`config.mk`:
```
export PLATFORM = sky130hd
export DESIGN_NAME = bert_status_interrupt_mask
export DESIGN_NICKNAME = d
export VERILOG_FILES = /design/src/bert_status_pkg.sv /design/src/bert_status_interrupt_mask.sv
export SDC_FILE = /design/constraint.sdc
export NUM_CORES = 1
export LEC_CHECK = 0
export ABC_AREA = 1
export CORE_ASPECT_RATIO = 1.1
export CORE_MARGIN = 2
export CORE_UTILIZATION = 56
export CTS_BUF_LIST = sky130_fd_sc_hd__clkbuf_4
export DETAILED_ROUTE_END_ITERATION = 8
export DONT_BUFFER_PORTS = 1
export PLACE_DENSITY = 0.68
export RECOVER_POWER = 50
export SYNTH_ARGS = -nofsm -noshare
export SYNTH_HDL_FRONTEND = slang
export SYNTH_SLANG_ARGS = --single-unit
```
`constraint.sdc`:
```
create_clock -name clk_sys_i -period 3.8 [get_ports clk_sys_i]
set_clock_uncertainty 0.05 [all_clocks]
set_input_delay 0.38 -clock clk_sys_i [delete_from_list [all_inputs] [get_ports clk_sys_i]]
set_output_delay 0.38 -clock clk_sys_i [all_outputs]
set_load 0.005 [all_outputs]
```
`src/bert_status_pkg.sv`:
```
// constants and types for the receive status and interrupt-mask block
// assumes one system clock; receive-side events arrive as single-cycle pulses or levels on that clock
//
// Function
// all-ones flag bit 6 sets after 32 ones; clears only after a zero.
// all-zeros flag bit 5 sets after 32 zeros; clears only after a one.
// sync-loss flag bit 4 held while searching; after lock stays until read.
// error-seen flag bit 3 sets whenever a bit error is detected; here only for valid errored bits while in lock.
// bit-tally wrap flag bit 2 sets when the received-bit tally overflows.
// error-tally wrap flag bit 1 sets when the bit-error tally overflows.
// in-lock bit 0 is a live, unlatched copy of the synchronizer state.
// with criterion bit zero, lock drops when 6 of 64 bits err.
// status bit 7 is unassigned; host ignores it, reads zero here.
// mask bits 6..0 gate matching flags; 1 enables, 0 blocks.
// host writes zero to mask bit 7.
// status decodes at 0x14, mask at 0x15 on the parallel port.
// error and overflow flags clear on read, set again only on new event.
// sync-loss, all-ones, all-zeros clear on read only if cause is gone.
// interrupt asserts while any enabled status flag is set.
// interrupt is active low, released when no enabled flag remains.
// events arriving during a read are never lost.
package bert_status_pkg;
    localparam logic [7:0] ADDR_EVENT_STATUS = 8'h14;
    localparam logic [7:0] ADDR_EVENT_MASK   = 8'h15;
    localparam int BIT_ALL_ONES    = 6;
    localparam int BIT_ALL_ZEROS   = 5;
    localparam int BIT_SYNC_LOSS   = 4;
    localparam int BIT_ERROR_SEEN  = 3;
    localparam int BIT_BIT_WRAP    = 2;
    localparam int BIT_ERR_WRAP    = 1;
    localparam int BIT_IN_LOCK     = 0;
    localparam logic [7:0] MASK_RESET   = 8'h00;
    localparam logic [6:0] FLAGS_RESET  = 7'h00;
    localparam int RUN_LENGTH   = 32;
    localparam int WINDOW_BITS  = 64;
    localparam int ERR_LIMIT    = 6;

    typedef struct packed {
        logic valid;    // one received bit this cycle
        logic data;     // received bit value
        logic err;      // received bit in error
        logic locked;   // synchronizer in lock (before error criterion)
        logic bit_wrap; // received-bit tally overflow pulse
        logic err_wrap; // bit-error tally overflow pulse
    } rx_event_type;
endpackage : bert_status_pkg

```
`src/bert_status_interrupt_mask.sv`:
```
// status flags, interrupt mask and active-low interrupt for the receiver
// assumes a synchronous parallel port: rd/wr strobes are single-cycle, address held with them
`timescale 1ns/1ps
module bert_status_interrupt_mask
    import bert_status_pkg::*;
#(
    parameter int RUN_LEN  = RUN_LENGTH,
    parameter int WIN_LEN  = WINDOW_BITS,
    parameter int ERR_LIM  = ERR_LIMIT
) (
    input  wire logic         clk_sys_i,        // system clock 100 MHz
    input  wire logic         srst_i,           // sync reset, active high
    input  wire rx_event_type rx_i,             // receive-side events
    input  wire logic         resync_criterion_select_i, // 0 = 6-of-64 lock drop
    input  wire logic [7:0]   addr_i,           // port address
    input  wire logic         rd_i,             // read strobe
    input  wire logic         wr_i,             // write strobe
    input  wire logic [7:0]   wdata_i,          // write data
    output logic [7:0]        rdata_o,          // read data, registered
    output logic              int_n_o           // interrupt, active low
);
    ////////////////////////////////////////////////////////////////////////
    localparam int RW = $clog2(RUN_LEN + 1);
    localparam int WW = $clog2(WIN_LEN + 1);
    logic [RW-1:0] ones_run;
    logic [RW-1:0] zeros_run;
    logic [WW-1:0] win_cnt;
    logic [WW-1:0] win_err;
    logic          in_lock;
    logic [6:0]    flags;
    logic [7:0]    mask;
    logic          rd_status;
    logic          ones_now;
    logic          zeros_now;
    logic [6:0]    set_ev;
    logic [6:0]    next_flags;

    assign rd_status = rd_i && (addr_i == ADDR_EVENT_STATUS);
    assign ones_now  = (ones_run >= RW'(RUN_LEN));
    assign zeros_now = (zeros_run >= RW'(RUN_LEN));

    ////////////////////////////////////////////////////////////////////////
    // run-length counters saturate so the condition persists until a break
    always_ff @(posedge clk_sys_i) begin
        if (srst_i) begin
            ones_run  <= '0;
            zeros_run <= '0;
        end else if (rx_i.valid) begin
            if (rx_i.data) begin
                zeros_run <= '0;
                if (!ones_now) ones_run <= ones_run + RW'(1);
            end else begin
                ones_run <= '0;
                if (!zeros_now) zeros_run <= zeros_run + RW'(1);
            end
        end
    end

    ////////////////////////////////////////////////////////////////////////
    // block window error check: cheaper than a sliding window, may miss straddles
    always_ff @(posedge clk_sys_i) begin
        if (srst_i || !rx_i.locked) begin
            win_cnt <= '0;
            win_err <= '0;
            in_lock <= 1'b0;
        end else begin
            if (!in_lock) begin
                in_lock <= 1'b1;
            end else if (rx_i.valid) begin
                if (win_cnt == WW'(WIN_LEN - 1)) begin
                    win_cnt <= '0;
                    win_err <= '0;
                end else begin
                    win_cnt <= win_cnt + WW'(1);
                    if (rx_i.err) win_err <= win_err + WW'(1);
                end
                if (!resync_criterion_select_i && rx_i.err
                    && (win_err >= WW'(ERR_LIM - 1))) begin
                    in_lock <= 1'b0;
                end
            end
        end
    end

    ////////////////////////////////////////////////////////////////////////
    always_comb begin
        set_ev = '0;
        set_ev[BIT_ALL_ONES]   = ones_now;
        set_ev[BIT_ALL_ZEROS]  = zeros_now;
        set_ev[BIT_SYNC_LOSS]  = !in_lock;
        set_ev[BIT_ERROR_SEEN] = rx_i.valid && rx_i.err && in_lock;
        set_ev[BIT_BIT_WRAP]   = rx_i.bit_wrap;
        set_ev[BIT_ERR_WRAP]   = rx_i.err_wrap;
        next_flags = flags;
        if (rd_status) begin
            next_flags = '0;
        end
        next_flags = next_flags | set_ev; // set beats clear
        next_flags[BIT_IN_LOCK] = in_lock;
    end

    always_ff @(posedge clk_sys_i) begin
        if (srst_i) flags <= FLAGS_RESET;
        else        flags <= next_flags;
    end

    ////////////////////////////////////////////////////////////////////////
    always_ff @(posedge clk_sys_i) begin
        if (srst_i) begin
            mask <= MASK_RESET;
        end else if (wr_i && addr_i == ADDR_EVENT_MASK) begin
            mask <= {1'b0, wdata_i[6:0]};
        end
    end

    always_ff @(posedge clk_sys_i) begin
        if (srst_i) begin
            rdata_o <= 8'h00;
        end else if (rd_i) begin
            case (addr_i)
                ADDR_EVENT_STATUS: rdata_o <= {1'b0, flags};
                ADDR_EVENT_MASK:   rdata_o <= mask;
                default:           rdata_o <= 8'h00;
            endcase
        end
    end

    always_ff @(posedge clk_sys_i) begin
        if (srst_i) int_n_o <= 1'b1;
        else        int_n_o <= ~|(next_flags & mask[6:0]);
    end
endmodule : bert_status_interrupt_mask

```
==> flow_summary.yaml, run 1 <==
outcome:
  status: "finished clean"
timing:
  maxSlewHeadroom_pct: 56.7
  finalCritPeriodShare_pct: 41.1
  fmax_ghz: 0.640
  slew_violations: 0
  worst_slack_ns: 2.24
  whs_ns: 0.0123
  min_period_ns: 1.56
  rsz0062_at_grt: "false"
  worstMarginPinSlew_ns: 0.643
  finalSetupTns_ns: 0
  finalSetupViolCount: 0
  hold_viol_final: 0
cts:
  numCtsBuffers: 5
  cts_tree: "built"
  clock-sinks: 49
  cts_buffer_depth: 2
  path_clk_slew_ns: 0.14
  h-tree-depth: 2
  cts_resized: 0
  post_cts_buffers: 0
  cts-root-buf: "clkbuf_4"
  clock_latency_ns: 0.36
synth:
  async_reset_ff_share_pct: 0
  yosys_warnings: 0
  syn-cell-area_um2: 2310
  synth_edf_count: 0
  ys_types: 36
  syn-num-nets: 356
  yosysSeqAreaShare_pct: 42.5
  ys_seq_elements: 49
  synth_top_area_share_pct: 42.5
  synth_cells: 322
  synth.top_cells.by_area: "dfxtp_1 (42%), nand2_1 (14%), nand3_1 (6.9%)"
  synth_area_leader_cell: "dfxtp_1"
  syn_area_per_cell_um2: 7.17
  synth_flop_cell: "dfxtp_1"
worst_setup_path:
  cp_top_family: "simple AND/OR/NAND/NOR gates"
  crit_slowest_cell: "dfxtp_1"
  startpoint_type: "flip-flop"
  slowest_delay_ns: 0.38
  crit_fanout: 9
  cp.required_ns: 4.01
  arrival_ns: 1.77
  path_buf_inv: 0
  path_class: "reg -> reg"
  path_cells: "ha_1 -> nand2_1 -> nor2_4 -> nand3_4 -> o21ai_4 -> nand2_1 -> xor2_1 -> nor2_1"
  cpMostUsedCell: "nand2_1"
  endpoint_kind: "flip-flop"
cells_and_area:
  regArea_um2: 981
  final_common_cell: "nand2_1"
  antenna_cells: 0
  multi_input_area_um2: 1130
  num-nets-final: 360
  layout.cells.non_filler: 379
  final_cell_mix: "nand2_1 (90), dfxtp_1 (49), inv_1 (38)"
  num-fill-cells: 403
  syn_to_final_growth_pct: 4.44
  drive_gt1_share_pct: 6.42
routing:
  postRouteAntennaNets: 0
  drc: 0
  vias: 1957
  firstDrtPassIters: 4
  routed_wl_mm: 4.57
  avgViaCountPerCell: 5.16
  wl_per_cell_um: 12.1
  first_iter_violations: 88
placement:
  placed_cells: 368
  dpl.hpwl_mm: 3.31
  globalplace.congestion: 0.790
  place_ws_ns: 2.13
  io_buffers: 0
pwr:
  swShare_pct: 24.4
  p_int_w: 0.000601
  power.switching_w: 0.000194
  power_frac_comb_pct: 5.4
  p_leak_nw: 1.04
  pwr-share-clk_pct: 28.6
  ir_drop_v: 0.000167
  seq_power_share_pct: 66.1
  power_density_nw_per_um2: 330
die:
  rows: 24
  die_h_um: 71.4
  dieArea_um2: 4650
  fp.dieW_um: 65.2
  initial_core_util_pct: 58.3
  top_level_ports: 36
  core_area_um2: 3960
global_routing:
  antenna_found_initial: 0
  grt_pass1_wl_mm: 7.91
  grtUsageTotal_pct: 21.8
  grt.overflow.total: 0
  grt_max_degree: 19
  grt_pass1_vias: 1887
hold_path:
  hp-class: "in -> reg"
job:
  max_cap_viol_count: 0
## path summary, 6_finish.rpt
check             startpoint          to  slack, ns  cells after the start
setup / recovery  win_cnt[0]  win_err[3]       2.24                      8
hold / removal        srst_i     mask[1]       0.01                      1
setup reg to reg  win_cnt[0]  win_err[3]       2.24                      8
hold reg to reg      mask[1]     mask[1]       0.43                      2
## cell type report
cell class / count / share of cell area [%]
clock buffer: 5 / 1.56
sequential: 49 / 40.7
multi-input combinational: 225 / 46.8
tap: 52 / 2.70
timing repair buffer: 3 / 1.24
clock inverter: 3 / 0.519
inverter: 42 / 6.54
## power by group through the flow
stage          combinational, W  sequential (W)  clock (W)
3_3_place_gp          0.0000378        0.000536          0
2_1_floorplan         0.0000370        0.000536          0
5_1_grt               0.0000501        0.000527   0.000258
6_report              0.0000427        0.000525   0.000227
4_1_cts               0.0000396        0.000525   0.000234
3_5_place_dp          0.0000383        0.000537          0
## registers in the layout (all words and copies together) (netlist names)
name       count
flags          7
in_lock        1
int_n_o        1
mask           7
ones_run       6
rdata_o        7
win_cnt        7
win_err        7
zeros_run      6
## synth_stat cells (2+ instances only)
master	number
inv_2	4
nand2_2	3
nand2_1	88
ha_1	7
xnor2_1	2
nand4_1	4
o21ai_0	5
clkbuf_1	3
a31oi_1	2
a21oi_1	28
buf_4	2
nor3_1	2
nor2_2	4
dfxtp_1	49
nor2_1	28
inv_1	38
nand3_1	32
xor2_1	3
## layer usage
| metal | track usage, % | part of all wire (%) | vias up | routed length (um) |
|---|---|---|---|---|
| met5 | 0 | 0 | - | 0 |
| met4 | 9.49 | 2.0 | 0 | 92 |
| met3 | 7.22 | 5.7 | 8 | 261 |
| met2 | 37.8 | 49 | 39 | 2220 |
| met1 | 24.3 | 44 | 874 | 2000 |
| li1 | - | - | 1036 | - |
## worst reg2reg max path, stage by stage (launching register included)
cell     delay (ns)
dfxtp_1        0.38
ha_1           0.18
nand2_1        0.10
nor2_4         0.12
nand3_4        0.10
o21ai_4        0.24
nand2_1        0.10
xor2_1         0.14
nor2_1         0.05
## per-stage QoR
step                total power [W]  cell area [um^2]  utilization, %
floorplan                  0.000573              2310               -
detailed placement         0.000575              2340            59.2
CTS                        0.000799              2400            60.7
global placement           0.000574              2340            59.2
global route               0.000834              2410            60.9
finish                     0.000795              2410            60.9
## what timing repair did
action,in CTS,in global routing
hold buffers,1,2
setup endpoints to repair,0,0
hold endpoints to repair,3,13
## cell families (layout without fill, tap and decap cells)
| family | count (synthesis) | count (layout) | share of synthesized area (%) |
|---|---|---|---|
| AO/OA/AOI/OAI | 44 | 44 | 11.1 |
| adder cells (fa/ha/maj) | 7 | 7 | 3.79 |
| other | 1 | 1 | 0.162 |
| XOR/XNOR | 5 | 5 | 1.90 |
| flip-flops | 49 | 49 | 42.5 |
| buffers and inverters | 48 | 53 | 8.13 |
| AND/OR/NAND/NOR | 168 | 168 | 32.5 |
(Power assumes the default switching activity.)
==> inputs of run 2 (changes only) <==
--- a/config.mk
+++ b/config.mk
@@ -5,7 +5,7 @@
 export SDC_FILE = /design/constraint.sdc
 export NUM_CORES = 1
 export LEC_CHECK = 0
-export ABC_AREA = 1
+export ABC_AREA = 0
 export CORE_ASPECT_RATIO = 1.1
 export CORE_MARGIN = 2
 export CORE_UTILIZATION = 56
==> constraint.sdc (replaced) <==
create_clock -name clk_sys_i -period 1.5 [get_ports clk_sys_i]
set_clock_uncertainty 0.05 [all_clocks]
set_input_delay 0.15 -clock clk_sys_i [delete_from_list [all_inputs] [get_ports clk_sys_i]]
set_output_delay 0.15 -clock clk_sys_i [all_outputs]
set_load 0.005 [all_outputs]
==> run 2 against run 1 <==
  * Final area is 11% higher
  * Utilization rose by 11 points
  * Global-route usage increased by 1.4 points
  * Synthesized area down 4.0%
  * Sequential share of layout area fell by 3.8 points
  * Cell count fell by 9.5%
  * Hold slack got worse by 0.0019 ns
  * Via count decreased by 4.1%
  * Critical endpoint is now win_err[4]
  * Largest cell class unchanged
  * Non-clock buffer count increased by 36
  * Combinational power increased to 3.2 times the previous value
==> flow_summary.yaml, run 2 <==
synth:
  synth_edf_count: 0
  synth_area_leader_cell: "dfxtp_1"
  yosysSeqAreaShare_pct: 44.2
  syn-num-nets: 291
  async_reset_ff_share_pct: 0
  synth.most_common_cell: "dfxtp_1"
  synth.top_cells.by_area: "dfxtp_1 (44%), nor2_1 (6.3%), a21oi_1 (6.1%)"
  ys_seq_elements: 49
  synth_top_area_share_pct: 44.2
  synth_flop_cell: "dfxtp_1"
  syn_area_per_cell_um2: 8.63
  syn-cell-area_um2: 2220
  yosys_warnings: 0
  ys_types: 48
  synth_cells: 257
  synthTopCellsByCount: "dfxtp_1 (49), nor2_1 (37), a21oi_1 (27)"
cts:
  path_clk_slew_ns: 0.12
  clock-sinks: 49
  clock_latency_ns: 0.35
  h-tree-depth: 2
  cts_buffer_depth: 2
  cts_tree: "built"
  cts-root-buf: "clkbuf_4"
  numCtsBuffers: 5
worst_setup_path:
  cp.required_ns: 1.74
  critPathLaunch: "win_cnt[0]"
  reg2reg_slack_ns: 0.04
  r2r_cells: 7
  arrival_ns: 1.70
  startpoint_type: "flip-flop"
  rr_startpoint: "win_cnt[0]"
  endpoint_kind: "flip-flop"
  crit_fanout: 8
  critPathCapture: "win_err[4]"
  worstReg2RegEnd: "win_err[4]"
  path_class: "reg -> reg"
timing:
  finalSetupViolCount: 0
  rsz0062_at_grt: "true"
  worst_slack_ns: 0.0393
  fmax_ghz: 0.685
  finalSetupTns_ns: 0
  finalCritPeriodShare_pct: 97.4
  hold_viol_final: 0
  slew_violations: 0
  min_period_ns: 1.46
  maxSlewHeadroom_pct: 43.1
  worstMarginPinSlew_ns: 0.850
pwr:
  power_frac_comb_pct: 6.5
  p_total_w: 0.00208
  power_density_nw_per_um2: 774
  pwr-share-clk_pct: 29.7
  power.switching_w: 0.000449
  ir_drop_v: 0.000465
  seq_power_share_pct: 63.8
  p_leak_nw: 1.10
  swShare_pct: 21.6
  p_int_w: 0.00163
cells_and_area:
  num-nets-final: 326
  layout.cells.non_filler: 343
  final_cell_mix: "dfxtp_1 (44), nor2_1 (35), a21oi_1 (27)"
  final_common_cell: "dfxtp_1"
  num-fill-cells: 286
  drive_gt1_share_pct: 14.0
  antenna_cells: 0
  syn_to_final_growth_pct: 21.0
  utilization_pct: 72.3
die:
  rows: 23
  dieArea_um2: 4480
  top_level_ports: 36
  die_h_um: 70.0
  core_area_um2: 3710
  fp.dieW_um: 64.0
  initial_core_util_pct: 59.7
routing:
  first_iter_violations: 109
  firstDrtPassIters: 4
  routed_wl_mm: 4.79
  vias: 1876
  wl_per_cell_um: 14.0
  drc: 0
  postRouteAntennaNets: 0
  avgViaCountPerCell: 5.47
global_routing:
  grtUsageTotal_pct: 23.2
  grt_pass1_vias: 1872
  grt_pass1_wl_mm: 8.34
  grt_max_degree: 23
  antenna_found_initial: 0
  grt.overflow.total: 0
placement:
  placed_cells: 306
  globalplace.congestion: 0.787
  dpl.hpwl_mm: 3.02
  place_ws_ns: -0.0215
  io_buffers: 0
outcome:
  status: "finished clean"
job:
  max_cap_viol_count: 0
hold_path:
  hp-class: "in -> reg"
## run 2: changes by cell type in the layout (fill, tap and decap cells not counted), sizes merged, moves of 5 or more
cell	delta
buf	+16
nand2	-71
and3	+9
nand3	-31
mux2i	+8
and2	+5
dlygate4sd3	+19
inv	-29
nor2b	+7
## run 2: how the worst min path moves through the flow
stage | startpoint | endpoint | slack (ns) | cells after the start
2_1_floorplan | resync_criterion_select_i | in_lock | 0.23 | 2
5_1_grt | rx_i[4] | ones_run[3] | 0.002 | 2
6_report | rx_i[4] | ones_run[4] | 0.01 | 2
3_3_place_gp | srst_i | rdata_o[1] | 0.17 | 1
3_5_place_dp | srst_i | rdata_o[1] | 0.17 | 1
4_1_cts | rx_i[4] | zeros_run[2] | 0.008 | 3
## run 2: per-layer routing
layer / vias to the layer above / wire length [um] / GRT usage (%)
met3: 9 / 279 / 6.76
li1: 949 / - / -
met5: - / 0 / 0
met2: 47 / 2410 / 40.0
met1: 871 / 2010 / 27.5
met4: 0 / 86 / 7.25
## run 2: kinds of logic after synthesis
kind of cell / count (synthesis) / synth area share [%]
AND/OR/NAND/NOR: 103 / 24.0
AO/OA/AOI/OAI: 54 / 15.4
buffers and inverters: 24 / 4.29
adder cells (fa/ha/maj): 7 / 3.95
multiplexers: 8 / 3.61
XOR/XNOR: 11 / 4.35
other: 1 / 0.169
flip-flops: 49 / 44.2
## run 2: timing repair
action                     in CTS  in global routing
hold buffers                   22                  0
gates resized for setup         0                 13
setup endpoints to repair       0                 16
hold endpoints to repair       34                  0
buffers inserted                0                  7
## run 2: final cells by class
type | count | area, um^2 | share of cell area (%)
Timing Repair Buffer | 39 | 344 | 12.8
Inverter | 13 | 48.8 | 1.82
Tap cell | 50 | 62.6 | 2.33
Multi-Input combinational cell | 184 | 1180 | 43.9
Sequential cell | 49 | 990 | 36.9
Clock buffer | 8 | 60.1 | 2.24
## run 2: worst max-delay path, cell delays in order (launching register included)
cell	delay, ns
dfxtp_2	0.38
ha_4	0.14
nand4b_1	0.13
nor2_4	0.22
buf_4	0.14
o211ai_1	0.08
xor2_1	0.15
nor2_1	0.10
## run 2: per-stage QoR
stage / cell area, um^2 / hold WS [ns]
floorplan: 2220 / 0.226
global placement: 2310 / 0.173
detailed placement: 2310 / 0.174
CTS: 2590 / 0.00818
global route: 2680 / 0.00242
finish: 2680 / 0.0104
## run 2: power groups by stage
| stage | clock [W] | sequential [W] | combinational [W] |
|---|---|---|---|
| global route | 0.000699 | 0.00133 | 0.000150 |
| finish | 0.000616 | 0.00133 | 0.000135 |
| CTS | 0.000640 | 0.00133 | 0.000132 |
| detailed placement | 0 | 0.00136 | 0.0000800 |
| global placement | 0 | 0.00136 | 0.0000786 |
| floorplan | 0 | 0.00135 | 0.0000760 |
